===== src/rtl/io_cell_regs.vh =====
/*
 * register offsets, field positions, reset values and timing counts of
 * the io_cell storage block.
 * assumes: included by bare name from the design files of the block.
 */
`ifndef IO_CELL_REGS_VH
`define IO_CELL_REGS_VH

// byte addresses on the register bus
`define ADDR_CTRL 8'h00
`define ADDR_POL 8'h04
`define ADDR_ELEM_BASE 8'h08
`define ADDR_ELEM_LAST 8'h1c
`define ADDR_STATUS 8'h20

// control register fields
`define CTRL_SYNC 0
`define CTRL_IN_DDR 1
`define CTRL_OUT_DDR 2
`define CTRL_TRI_DDR 3
`define CTRL_MIRROR 4
`define CTRL_FALL 5
`define CTRL_INIT 6
`define CTRL_IN_CE_USED 8
`define CTRL_OUT_CE_USED 9
`define CTRL_TRI_CE_USED 10
`define CTRL_W 11
`define CTRL_RST 11'h000

// polarity register fields, 1 inverts the control input
`define POL_IN_CE 0
`define POL_OUT_CE 1
`define POL_TRI_CE 2
`define POL_SR 3
`define POL_REVERSE 4
`define POL_W 5
`define POL_RST 5'h00

// per storage element configuration fields
`define ELEM_LATCH 0
`define ELEM_FORCE_HIGH 1
`define ELEM_INIT_ONE 2
`define ELEM_SET_EN 3
`define ELEM_RST_EN 4
`define ELEM_W 5
`define ELEM_RST 5'h00
`define ELEM_COUNT 6

// bus responses
`define RESP_OKAY 2'h0
`define RESP_SLVERR 2'h2

// synchroniser depth in front of pin and clock-net inputs
`define SYNC_STAGES 2

`endif


===== src/rtl/clk_net_sync.v =====
/*
 * two-stage synchroniser with active-level and active-edge outputs.
 * assumes: raw_in is asynchronous to aclk; invert comes from aclk logic.
 */
`timescale 1ns/1ps
module clk_net_sync (
   // clock and reset
   input wire aclk,
   input wire aresetn,
   // raw asynchronous level
   input wire raw_in,
   // 1 makes the low level the active one
   input wire invert,
   // synchronised results
   output wire level,
   output wire edge_pulse
);
   reg meta_q;
   reg sync_q;
   reg prev_q;

   // two flops, then a history flop for edge detection
   always @(posedge aclk) begin
      if (!aresetn) begin
         meta_q <= 1'b0;
         sync_q <= 1'b0;
         prev_q <= 1'b0;
      end else begin
         meta_q <= raw_in;
         sync_q <= meta_q;
         prev_q <= sync_q ^ invert;
      end
   end

   // active level and its rising moment
   assign level = sync_q ^ invert;
   assign edge_pulse = level & ~prev_q;
endmodule // clk_net_sync


===== src/rtl/storage_element.v =====
/*
 * one storage element of the io_cell: flip-flop or transparent latch
 * with set, reset and init forcing, all emulated on aclk.
 * assumes: trig_edge and trig_level derive from a synchronised clock net.
 */
`timescale 1ns/1ps
module storage_element (
   // clock and reset
   input wire aclk,
   input wire aresetn,
   // mode
   input wire latch_mode,
   input wire sync_mode,
   // cell clock net events
   input wire trig_edge,
   input wire trig_level,
   // data and enable
   input wire ce,
   input wire d,
   // forcing inputs, already polarity corrected and gated
   input wire set_in,
   input wire rst_in,
   input wire init_pulse,
   input wire init_val,
   // stored value
   output reg q
);
   wire trig;

   // flip-flop takes the edge, latch is open for the whole level
   assign trig = latch_mode ? trig_level : trig_edge;

   // priority: init, async clear, async preset, then clocked behaviour
   always @(posedge aclk) begin
      if (!aresetn) begin
         q <= 1'b0;
      end else if (init_pulse) begin
         q <= init_val;
      end else if (!sync_mode && rst_in) begin
         q <= 1'b0;
      end else if (!sync_mode && set_in) begin
         q <= 1'b1;
      end else if (trig) begin
         if (sync_mode && rst_in) begin
            q <= 1'b0;
         end else if (sync_mode && set_in) begin
            q <= 1'b1;
         end else if (ce) begin
            q <= d;
         end
      end
   end
endmodule // storage_element


===== src/rtl/io_cell_ddr_storage.v =====
/*
 * storage logic of one programmable io_cell: input, output and
 * tri-state paths, two storage elements each, with an AXI4-Lite slave
 * holding the configuration attributes and showing element state.
 * assumes: the two clock nets are free-running, 180 degrees apart and
 * much slower than aclk; pin and clock nets are asynchronous to aclk;
 * fabric data and control inputs are on aclk.
 */
// The implementer's own choices: register access over AXI4-Lite and the register offsets.
`timescale 1ns/1ps
`include "io_cell_regs.vh"

// Function
// - six storage elements, two per input, output and tri-state path.
// - each element works as edge flip-flop or transparent latch.
// - pair uses same edge of two clock nets 180 degrees apart.
// - ddr output and tri-state paths alternate their two registers.
// - output pair can mirror the clock through the same structure.
// - each register pair has its own clock enable.
// - enables active high by default; unconnected enable counts as active.
// - set/reset input forces configured value, one or zero.
// - reverse input forces the opposite of the configured value.
// - reset wins over set, synchronous and asynchronous alike.
// - after init each element takes its init value.
// - attributes per element; sync or async choice for whole cell.
// - every control input has its own selectable polarity.
// - seven set/reset configurations, none through async both.
module io_cell_ddr_storage (
   // clock and reset
   input wire aclk,
   input wire aresetn,
   // register bus write address
   input wire [7:0] s_axi_awaddr,
   input wire [2:0] s_axi_awprot,
   input wire s_axi_awvalid,
   output wire s_axi_awready,
   // register bus write data
   input wire [31:0] s_axi_wdata,
   input wire [3:0] s_axi_wstrb,
   input wire s_axi_wvalid,
   output wire s_axi_wready,
   // register bus write response
   output reg [1:0] s_axi_bresp,
   output reg s_axi_bvalid,
   input wire s_axi_bready,
   // register bus read
   input wire [7:0] s_axi_araddr,
   input wire [2:0] s_axi_arprot,
   input wire s_axi_arvalid,
   output wire s_axi_arready,
   output reg [31:0] s_axi_rdata,
   output reg [1:0] s_axi_rresp,
   output reg s_axi_rvalid,
   input wire s_axi_rready,
   // two cell clock nets, 180 degrees apart
   input wire clk_net0,
   input wire clk_net180,
   // fabric side data
   input wire out_d0,
   input wire out_d1,
   input wire tri_d0,
   input wire tri_d1,
   output wire in_q0,
   output wire in_q1,
   // fabric side controls
   input wire input_pair_clk_en,
   input wire output_pair_clk_en,
   input wire tristate_pair_clk_en,
   input wire set_reset_in,
   input wire reverse_force_in,
   // package pin
   input wire pin_i,
   output wire pin_o,
   output wire pin_oe
);
   // configuration state
   reg [`CTRL_W-1:0] ctrl_q;
   reg [`POL_W-1:0] pol_q;
   reg [`ELEM_W-1:0] elem_cfg_q [0:`ELEM_COUNT-1];
   reg init_q;
   // write channel holding state
   reg aw_full_q;
   reg [7:0] aw_addr_q;
   reg w_full_q;
   reg [31:0] w_data_q;
   reg [3:0] w_strb_q;
   // synchronised nets
   wire lvl0, lvl180, edge0, edge180, pin_sync;
   // per element wiring
   reg [`ELEM_COUNT-1:0] e_d, e_ce, e_set, e_rst, e_edge, e_lvl;
   wire [`ELEM_COUNT-1:0] e_q;
   // polarity corrected controls
   wire in_ce, out_ce, tri_ce, sr, reverse_act;
   wire do_write;
   wire [31:0] ctrl_wr, pol_wr;
   integer k;
   integer j;

   // byte-lane merge of a write into a stored word
   function [31:0] merge;
      input [31:0] old;
      input [31:0] data;
      input [3:0] strb;
      integer b;
      begin
         merge = old;
         for (b = 0; b < 4; b = b + 1) begin
            if (strb[b]) begin
               merge[8*b +: 8] = data[8*b +: 8];
            end
         end
      end
   endfunction

   // element index of a configuration address, 7 when not one
   function [2:0] elem_index;
      input [7:0] addr;
      reg [7:0] off;
      begin
         off = addr - `ADDR_ELEM_BASE;
         if (addr >= `ADDR_ELEM_BASE && addr <= `ADDR_ELEM_LAST &&
             addr[1:0] == 2'h0) begin
            elem_index = off[4:2];
         end else begin
            elem_index = 3'h7;
         end
      end
   endfunction

   // clock nets share one edge type chosen in ctrl
   clk_net_sync u_sync0 (
      .aclk(aclk),
      .aresetn(aresetn),
      .raw_in(clk_net0),
      .invert(ctrl_q[`CTRL_FALL]),
      .level(lvl0),
      .edge_pulse(edge0)
   );

   clk_net_sync u_sync180 (
      .aclk(aclk),
      .aresetn(aresetn),
      .raw_in(clk_net180),
      .invert(ctrl_q[`CTRL_FALL]),
      .level(lvl180),
      .edge_pulse(edge180)
   );

   clk_net_sync u_sync_pin (
      .aclk(aclk),
      .aresetn(aresetn),
      .raw_in(pin_i),
      .invert(1'b0),
      .level(pin_sync),
      .edge_pulse()
   );

   // control polarity, and unconnected enables held active
   assign in_ce = ~ctrl_q[`CTRL_IN_CE_USED] |
                (input_pair_clk_en ^ pol_q[`POL_IN_CE]);
   assign out_ce = ~ctrl_q[`CTRL_OUT_CE_USED] |
                (output_pair_clk_en ^ pol_q[`POL_OUT_CE]);
   assign tri_ce = ~ctrl_q[`CTRL_TRI_CE_USED] |
                (tristate_pair_clk_en ^ pol_q[`POL_TRI_CE]);
   assign sr = set_reset_in ^ pol_q[`POL_SR];
   assign reverse_act = reverse_force_in ^ pol_q[`POL_REVERSE];

   // route data, enables, clock events and forcing to each element
   always @* begin
      e_d[0] = pin_sync;
      e_d[1] = pin_sync;
      e_d[2] = ctrl_q[`CTRL_MIRROR] ? 1'b1 : out_d0;
      e_d[3] = ctrl_q[`CTRL_MIRROR] ? 1'b0 : out_d1;
      e_d[4] = tri_d0;
      e_d[5] = tri_d1;
      e_ce[0] = in_ce;
      e_ce[1] = in_ce;
      e_ce[2] = out_ce;
      e_ce[3] = out_ce;
      e_ce[4] = tri_ce;
      e_ce[5] = tri_ce;
      for (k = 0; k < `ELEM_COUNT; k = k + 1) begin
         // even elements on net 0, odd ones on net 180
         e_edge[k] = k[0] ? edge180 : edge0;
         e_lvl[k] = k[0] ? lvl180 : lvl0;
         // sr drives the configured value, rev the opposite one
         if (elem_cfg_q[k][`ELEM_FORCE_HIGH]) begin
            e_set[k] = sr & elem_cfg_q[k][`ELEM_SET_EN];
            e_rst[k] = reverse_act & elem_cfg_q[k][`ELEM_RST_EN];
         end else begin
            e_set[k] = reverse_act & elem_cfg_q[k][`ELEM_SET_EN];
            e_rst[k] = sr & elem_cfg_q[k][`ELEM_RST_EN];
         end
      end
   end

   // six storage elements, attributes independent per element
   genvar g;
   generate
      for (g = 0; g < `ELEM_COUNT; g = g + 1) begin : g_elem
         storage_element u_elem (
            .aclk(aclk),
            .aresetn(aresetn),
            .latch_mode(elem_cfg_q[g][`ELEM_LATCH]),
            .sync_mode(ctrl_q[`CTRL_SYNC]),
            .trig_edge(e_edge[g]),
            .trig_level(e_lvl[g]),
            .ce(e_ce[g]),
            .d(e_d[g]),
            .set_in(e_set[g]),
            .rst_in(e_rst[g]),
            .init_pulse(init_q),
            .init_val(elem_cfg_q[g][`ELEM_INIT_ONE]),
            .q(e_q[g])
         );
      end
   endgenerate

   // input pair to fabric, second register only used in ddr mode
   assign in_q0 = e_q[0];
   assign in_q1 = ctrl_q[`CTRL_IN_DDR] ? e_q[1] : e_q[0];

   // ddr paths alternate registers with the active clock net
   assign pin_o = (ctrl_q[`CTRL_OUT_DDR] && !lvl0) ?
                  e_q[3] : e_q[2];
   assign pin_oe = ~((ctrl_q[`CTRL_TRI_DDR] && !lvl0) ?
                  e_q[5] : e_q[4]);

   // bus handshakes
   assign s_axi_awready = ~aw_full_q & ~s_axi_bvalid;
   assign s_axi_wready = ~w_full_q & ~s_axi_bvalid;
   assign s_axi_arready = ~s_axi_rvalid;
   assign do_write = aw_full_q & w_full_q & ~s_axi_bvalid;

   // register images after a byte-lane merge of the pending write
   assign ctrl_wr = merge({21'h000000, ctrl_q}, w_data_q, w_strb_q);
   assign pol_wr = merge({27'h0000000, pol_q}, w_data_q, w_strb_q);

   // write side: address and data in either order, then response
   always @(posedge aclk) begin
      if (!aresetn) begin
         aw_full_q <= 1'b0;
         aw_addr_q <= 8'h00;
         w_full_q <= 1'b0;
         w_data_q <= 32'h0000_0000;
         w_strb_q <= 4'h0;
         s_axi_bvalid <= 1'b0;
         s_axi_bresp <= `RESP_OKAY;
      end else begin
         if (s_axi_awvalid && s_axi_awready) begin
            aw_full_q <= 1'b1;
            aw_addr_q <= s_axi_awaddr;
         end
         if (s_axi_wvalid && s_axi_wready) begin
            w_full_q <= 1'b1;
            w_data_q <= s_axi_wdata;
            w_strb_q <= s_axi_wstrb;
         end
         if (do_write) begin
            aw_full_q <= 1'b0;
            w_full_q <= 1'b0;
            s_axi_bvalid <= 1'b1;
            if (aw_addr_q == `ADDR_CTRL || aw_addr_q == `ADDR_POL ||
                aw_addr_q == `ADDR_STATUS ||
                elem_index(aw_addr_q) != 3'h7) begin
               s_axi_bresp <= `RESP_OKAY;
            end else begin
               s_axi_bresp <= `RESP_SLVERR;
            end
         end else if (s_axi_bvalid && s_axi_bready) begin
            s_axi_bvalid <= 1'b0;
         end
      end
   end

   // configuration registers; init runs once after reset or on request
   always @(posedge aclk) begin
      if (!aresetn) begin
         ctrl_q <= `CTRL_RST;
         pol_q <= `POL_RST;
         init_q <= 1'b1;
         for (j = 0; j < `ELEM_COUNT; j = j + 1) begin
            elem_cfg_q[j] <= `ELEM_RST;
         end
      end else begin
         init_q <= 1'b0;
         if (do_write) begin
            if (aw_addr_q == `ADDR_CTRL) begin
               ctrl_q <= ctrl_wr[`CTRL_W-1:0] & 11'h73f;
               init_q <= w_strb_q[0] & w_data_q[`CTRL_INIT];
            end
            if (aw_addr_q == `ADDR_POL) begin
               pol_q <= pol_wr[`POL_W-1:0];
            end
            for (j = 0; j < `ELEM_COUNT; j = j + 1) begin
               if (elem_index(aw_addr_q) == j[2:0]) begin
                  elem_cfg_q[j] <= w_strb_q[0] ? w_data_q[`ELEM_W-1:0] :
                     elem_cfg_q[j];
               end
            end
         end
      end
   end

   // read side: one cycle from address to data
   always @(posedge aclk) begin
      if (!aresetn) begin
         s_axi_rvalid <= 1'b0;
         s_axi_rdata <= 32'h0000_0000;
         s_axi_rresp <= `RESP_OKAY;
      end else if (s_axi_arvalid && s_axi_arready) begin
         s_axi_rvalid <= 1'b1;
         s_axi_rresp <= `RESP_OKAY;
         s_axi_rdata <= 32'h0000_0000;
         if (s_axi_araddr == `ADDR_CTRL) begin
            s_axi_rdata <= {21'h000000, ctrl_q};
         end else if (s_axi_araddr == `ADDR_POL) begin
            s_axi_rdata <= {27'h0000000, pol_q};
         end else if (s_axi_araddr == `ADDR_STATUS) begin
            s_axi_rdata <= {20'h00000, lvl180, lvl0, pin_sync, pin_oe,
                            pin_o, 1'b0, e_q};
         end else if (elem_index(s_axi_araddr) != 3'h7) begin
            s_axi_rdata <= {27'h0000000,
                            elem_cfg_q[elem_index(s_axi_araddr)]};
         end else begin
            s_axi_rresp <= `RESP_SLVERR;
         end
      end else if (s_axi_rvalid && s_axi_rready) begin
         s_axi_rvalid <= 1'b0;
      end
   end
endmodule // io_cell_ddr_storage


===== config.mk =====
export PLATFORM = sky130hd
export DESIGN_NAME = io_cell_ddr_storage
export DESIGN_NICKNAME = d
export VERILOG_FILES = /design/src/rtl/clk_net_sync.v /design/src/rtl/storage_element.v /design/src/rtl/io_cell_ddr_storage.v
export VERILOG_INCLUDE_DIRS = /design/src /design/src/rtl
export SDC_FILE = /design/constraint.sdc
export NUM_CORES = 1
export LEC_CHECK = 0
export ABC_CLOCK_PERIOD_IN_PS = 1880
export BUFFER_PORTS_ARGS = -buffer_cell sky130_fd_sc_hd__buf_2
export CAP_MARGIN = 20
export CORE_ASPECT_RATIO = 1.4
export CORE_MARGIN = 2
export CORE_UTILIZATION = 28
export DETAILED_ROUTE_END_ITERATION = 8
export GPL_TIMING_DRIVEN = 0
export PLACE_DENSITY_LB_ADDON = 0.3
export SYNTH_ARGS = -nofsm -noshare
export SYNTH_HDL_FRONTEND = slang
export SYNTH_SLANG_ARGS = --single-unit

===== constraint.sdc =====
create_clock -name aclk -period 1.88 [get_ports aclk]
set_clock_uncertainty 0.1 [all_clocks]
set_input_delay 0.188 -clock aclk [delete_from_list [all_inputs] [get_ports aclk]]
set_output_delay 0.188 -clock aclk [all_outputs]
set_load 0.005 [all_outputs]

==> flow_summary.json <==
{
  "status": "finished with violations",
  "failed_checks": "setup timing",
  "initialDrtViolationCount": 153,
  "diodes": 0,
  "clock_insertion_delay_worst_skew_ns": 0.35,
  "r2r_setup_slack_ns": -0.19,
  "sequential_fraction_of_the_synthesis_area_pct": 45.1,
  "htree_levels": 3,
  "drt_drc_violations_left": 0,
  "grt_antenna_before_repair": 0,
  "number_of_enable_flip_flop_cells_after_synthesis": 30,
  "wire_length_after_detailed_routing_um": 14200,
  "postLayoutSetupSlackWorst_ns": -0.190,
  "power_w": 0.00476,
  "cp_cell_sequence": "or4_4 > or3_4 > nor3_4 > nand2_1 > nand2_2",
  "remaining_antenna_violation_count": 0,
  "worstHoldStart": "s_axi_awaddr[3]",
  "max_clock_freq_ghz": 0.483,
  "cts_made_buffers": 9,
  "path_clk_slew_ns": 0.07,
  "vdd_drop_max_mv": 0.486,
  "die-area_sq_um": 18700,
  "post_synth_inst_count": 533,
  "final_critical_period_ns": 2.07,
  "critical_path.max_stage_delay_ns": 0.56,
  "startpoint_class_of_the_critical_path": "register",
  "worst_pin_slew_ns": 0.694,
  "max_cap_viols": 0,
  "timing.hold.worst.class": "input pin to register",
  "ys_types": 57,
  "routed_via_density": 4.57,
  "grt_first_pass_wirelength_um": 22200,
  "worstPathRequired_ns": 1.83,
  "io_buffer_count": 68,
  "grt_use_met1_pct": 18.1,
  "power.density_cell_area_nw_per_um2": 736,
  "area_delta_synth_final_pct": 31.4,
  "critical_path.reg2reg.startpoint": "aw_addr_q[0]$_SDFFE_PN0P_",
  "cts_tree": "yes",
  "postSynthRegisterBits": 96,
  "slew_violations": 0,
  "grt.overflow.total": 0,
  "highest_count_cells_in_the_layout_ignoring_fill_and_taps": "nand2_1 (73), buf_2 (70), dfxtp_1 (64)",
  "r2r.worst_path.cells": 5,
  "whs_path_depth": 3,
  "net-switching-power_w": 0.00126,
  "gr_busiest_metal": "met2",
  "async_reset_ff_share_pct": 0,
  "whs_endpoint": "aw_addr_q[3]$_SDFFE_PN0P_",
  "timing.final.crit_share_pct": 110,
  "crit_slowest_cell": "or4_4",
  "critical_path.reg2reg.endpoint": "elem_cfg_q[2][3]$_SDFFCE_PN0P_",
  "io_pins": 122,
  "ys.warnings.count": 0,
  "core.rowCount": 57,
  "report.final.hold_viol_count": 0,
  "internal_pwr_total_w": 0.00351,
  "design.core.area_sq_um": 17300,
  "power.combinational.fraction_pct": 13.3,
  "setup.worst_path.end_class": "register",
  "grt.total_usage_pct": 15.8,
  "first_global_vias": 4118,
  "grtUsageMet3_pct": 2.38,
  "p_leak_nw": 2.63,
  "design.final.nets": 750,
  "worst_slew_margin_rel_pct": 53.4,
  "starting_density_pct": 28.4,
  "worst_ep_arrival_time_ns": 2.02,
  "total_negative_setup_slacks_ns": -6.86,
  "end_of_flow_core_utilization_pct": 37.4,
  "timing.final.setup_violations": 63,
  "proportion_of_layout_cells_with_a_drive_suffix_above_1_pct": 25.4,
  "syn-cell-area_sq_um": 4930,
  "final_replace_weighted_congestion": 0.886,
  "clock_tree.root_cell": "clkbuf_16",
  "cts_max_path_buffers": 2,
  "grtUsageMet2_pct": 27.1,
  "power_switching_share_pct": 26.4,
  "unrepaired_setup_endpoints_after_global_routing": "yes",
  "die-height_um": 161,
  "vias": 4180,
  "drt_pass1_iterations": 4,
  "clkSinkCount": 96,
  "postSynth.topFlopCell": "dfxtp_1",
  "leading_cell_type_in_the_layout_fill_and_taps_excluded": "nand2_1",
  "pwr-share-clk_pct": 38.2,
  "crit_type": "register to register",
  "grt_max_degree": 18,
  "detailedPlacementHpwl_um": 11100,
  "synth_area_per_cell_sq_um": 9.24,
  "share_seq_of_total_power_pct": 48.5,
  "wl_per_cell_um": 15.5,
  "die_width_um": 116,
  "cp_max_fo": 5
}
registers in the layout (all words and copies together), names as in the netlist, 2 cells and up:
signal           flops
aw_addr_q            8
g_elem.u_elem.q      6
pol_q                5
elem_cfg_q          30
ctrl_q               9
s_axi_rdata         11
w_strb_q             2
w_data_q            10
power by group through the flow:
stage	clock network, W	logic (W)	registers, W
finish	0.00182	0.000633	0.00231
CTS	0.00186	0.000610	0.00231
global route	0.00194	0.000700	0.00232
detailed placement	0	0.000552	0.00235
floorplan	0	0.000371	0.00231
global placement	0	0.000550	0.00235
timing repair:
item,CTS,global route
buffers inserted,7,9
gates resized for setup,14,25
endpoints found under the hold margin,24,0
pin swaps,6,5
hold buffers,24,0
setup endpoints to repair,63,82
per-layer routing:
layer	vias to the layer above	share of wire (%)
met1	1912	41
met4	0	5.3
met2	115	50
met5	-	0
met3	32	4.0
li1	2121	-
critical path, delay by kind of cell (launching register included):
| family | cells | cell delay, ns |
|---|---|---|
| DFF | 1 | 0.31 |
| and+or+nand+nor | 5 | 1.37 |
synth_stat cells, drive strengths merged (10+ instances only):
library cell,count,area [sq um]
nor3,10,76.3
nand2b,13,81.3
and2,39,244
dfxtp,66,1320
a21oi,43,215
clkbuf,18,97.6
nand2,80,300
mux2i,37,370
buf,30,221
o21ai,13,65.1
edfxtp,30,901
o211ai,10,75.1
nor2,41,154
how the worst max path moves through the flow:
stage	startpoint	end	slack, ns	cells after the start
after floorplan	aw_addr_q[0]$_SDFFE_PN0P_	elem_cfg_q[0][0]$_SDFFCE_PN0P_	-0.14	5
after global placement	aresetn	elem_cfg_q[2][1]$_SDFFCE_PN0P_	-0.36	4
after detailed placement	aresetn	elem_cfg_q[1][4]$_SDFFCE_PN0P_	-0.36	4
after CTS	aw_addr_q[0]$_SDFFE_PN0P_	elem_cfg_q[2][0]$_SDFFCE_PN0P_	-0.18	5
after global routing	aw_addr_q[0]$_SDFFE_PN0P_	elem_cfg_q[2][0]$_SDFFCE_PN0P_	-0.28	5
final	aw_addr_q[0]$_SDFFE_PN0P_	elem_cfg_q[2][3]$_SDFFCE_PN0P_	-0.19	5
stage by stage:
stage | hold WS (ns) | instance area (sq um) | instances | setup WS [ns]
after floorplan | 0.186 | 5030 | 555 | -0.135
after global placement | 0.277 | 5670 | 859 | -0.364
after detailed placement | 0.283 | 5670 | 859 | -0.359
after CTS | 0.000815 | 6330 | 906 | -0.181
after global routing | 0.0230 | 6480 | 914 | -0.278
final | 0.00378 | 6480 | 914 | -0.190
cell families (layout without fill, tap and decap cells):
| group | count (synthesis) | in the layout | share of synthesized area (%) |
|---|---|---|---|
| xor gates and xnor gates | 11 | 11 | 2.11 |
| other | 1 | 23 | 0.0761 |
| DFF | 96 | 96 | 45.1 |
| muxes | 40 | 40 | 8.43 |
| buffers and inverters | 56 | 179 | 7.08 |
| AOI/OAI and AO/OA | 115 | 115 | 15.1 |
| and+or+nand+nor | 214 | 214 | 22.1 |
cell type report:
| class | instances | area (sq um) |
|---|---|---|
| flip-flops and latches | 96 | 2220 |
| plain buffers | 47 | 328 |
| clock buffers | 10 | 250 |
| multi-input cells | 403 | 2590 |
| inverters | 8 | 30.0 |
| well taps | 236 | 295 |
| repair buffers | 108 | 708 |
| fillers | 1823 | 10900 |
| clock inverters | 6 | 45.0 |
Note: power is estimated with default switching activity, not from simulation.
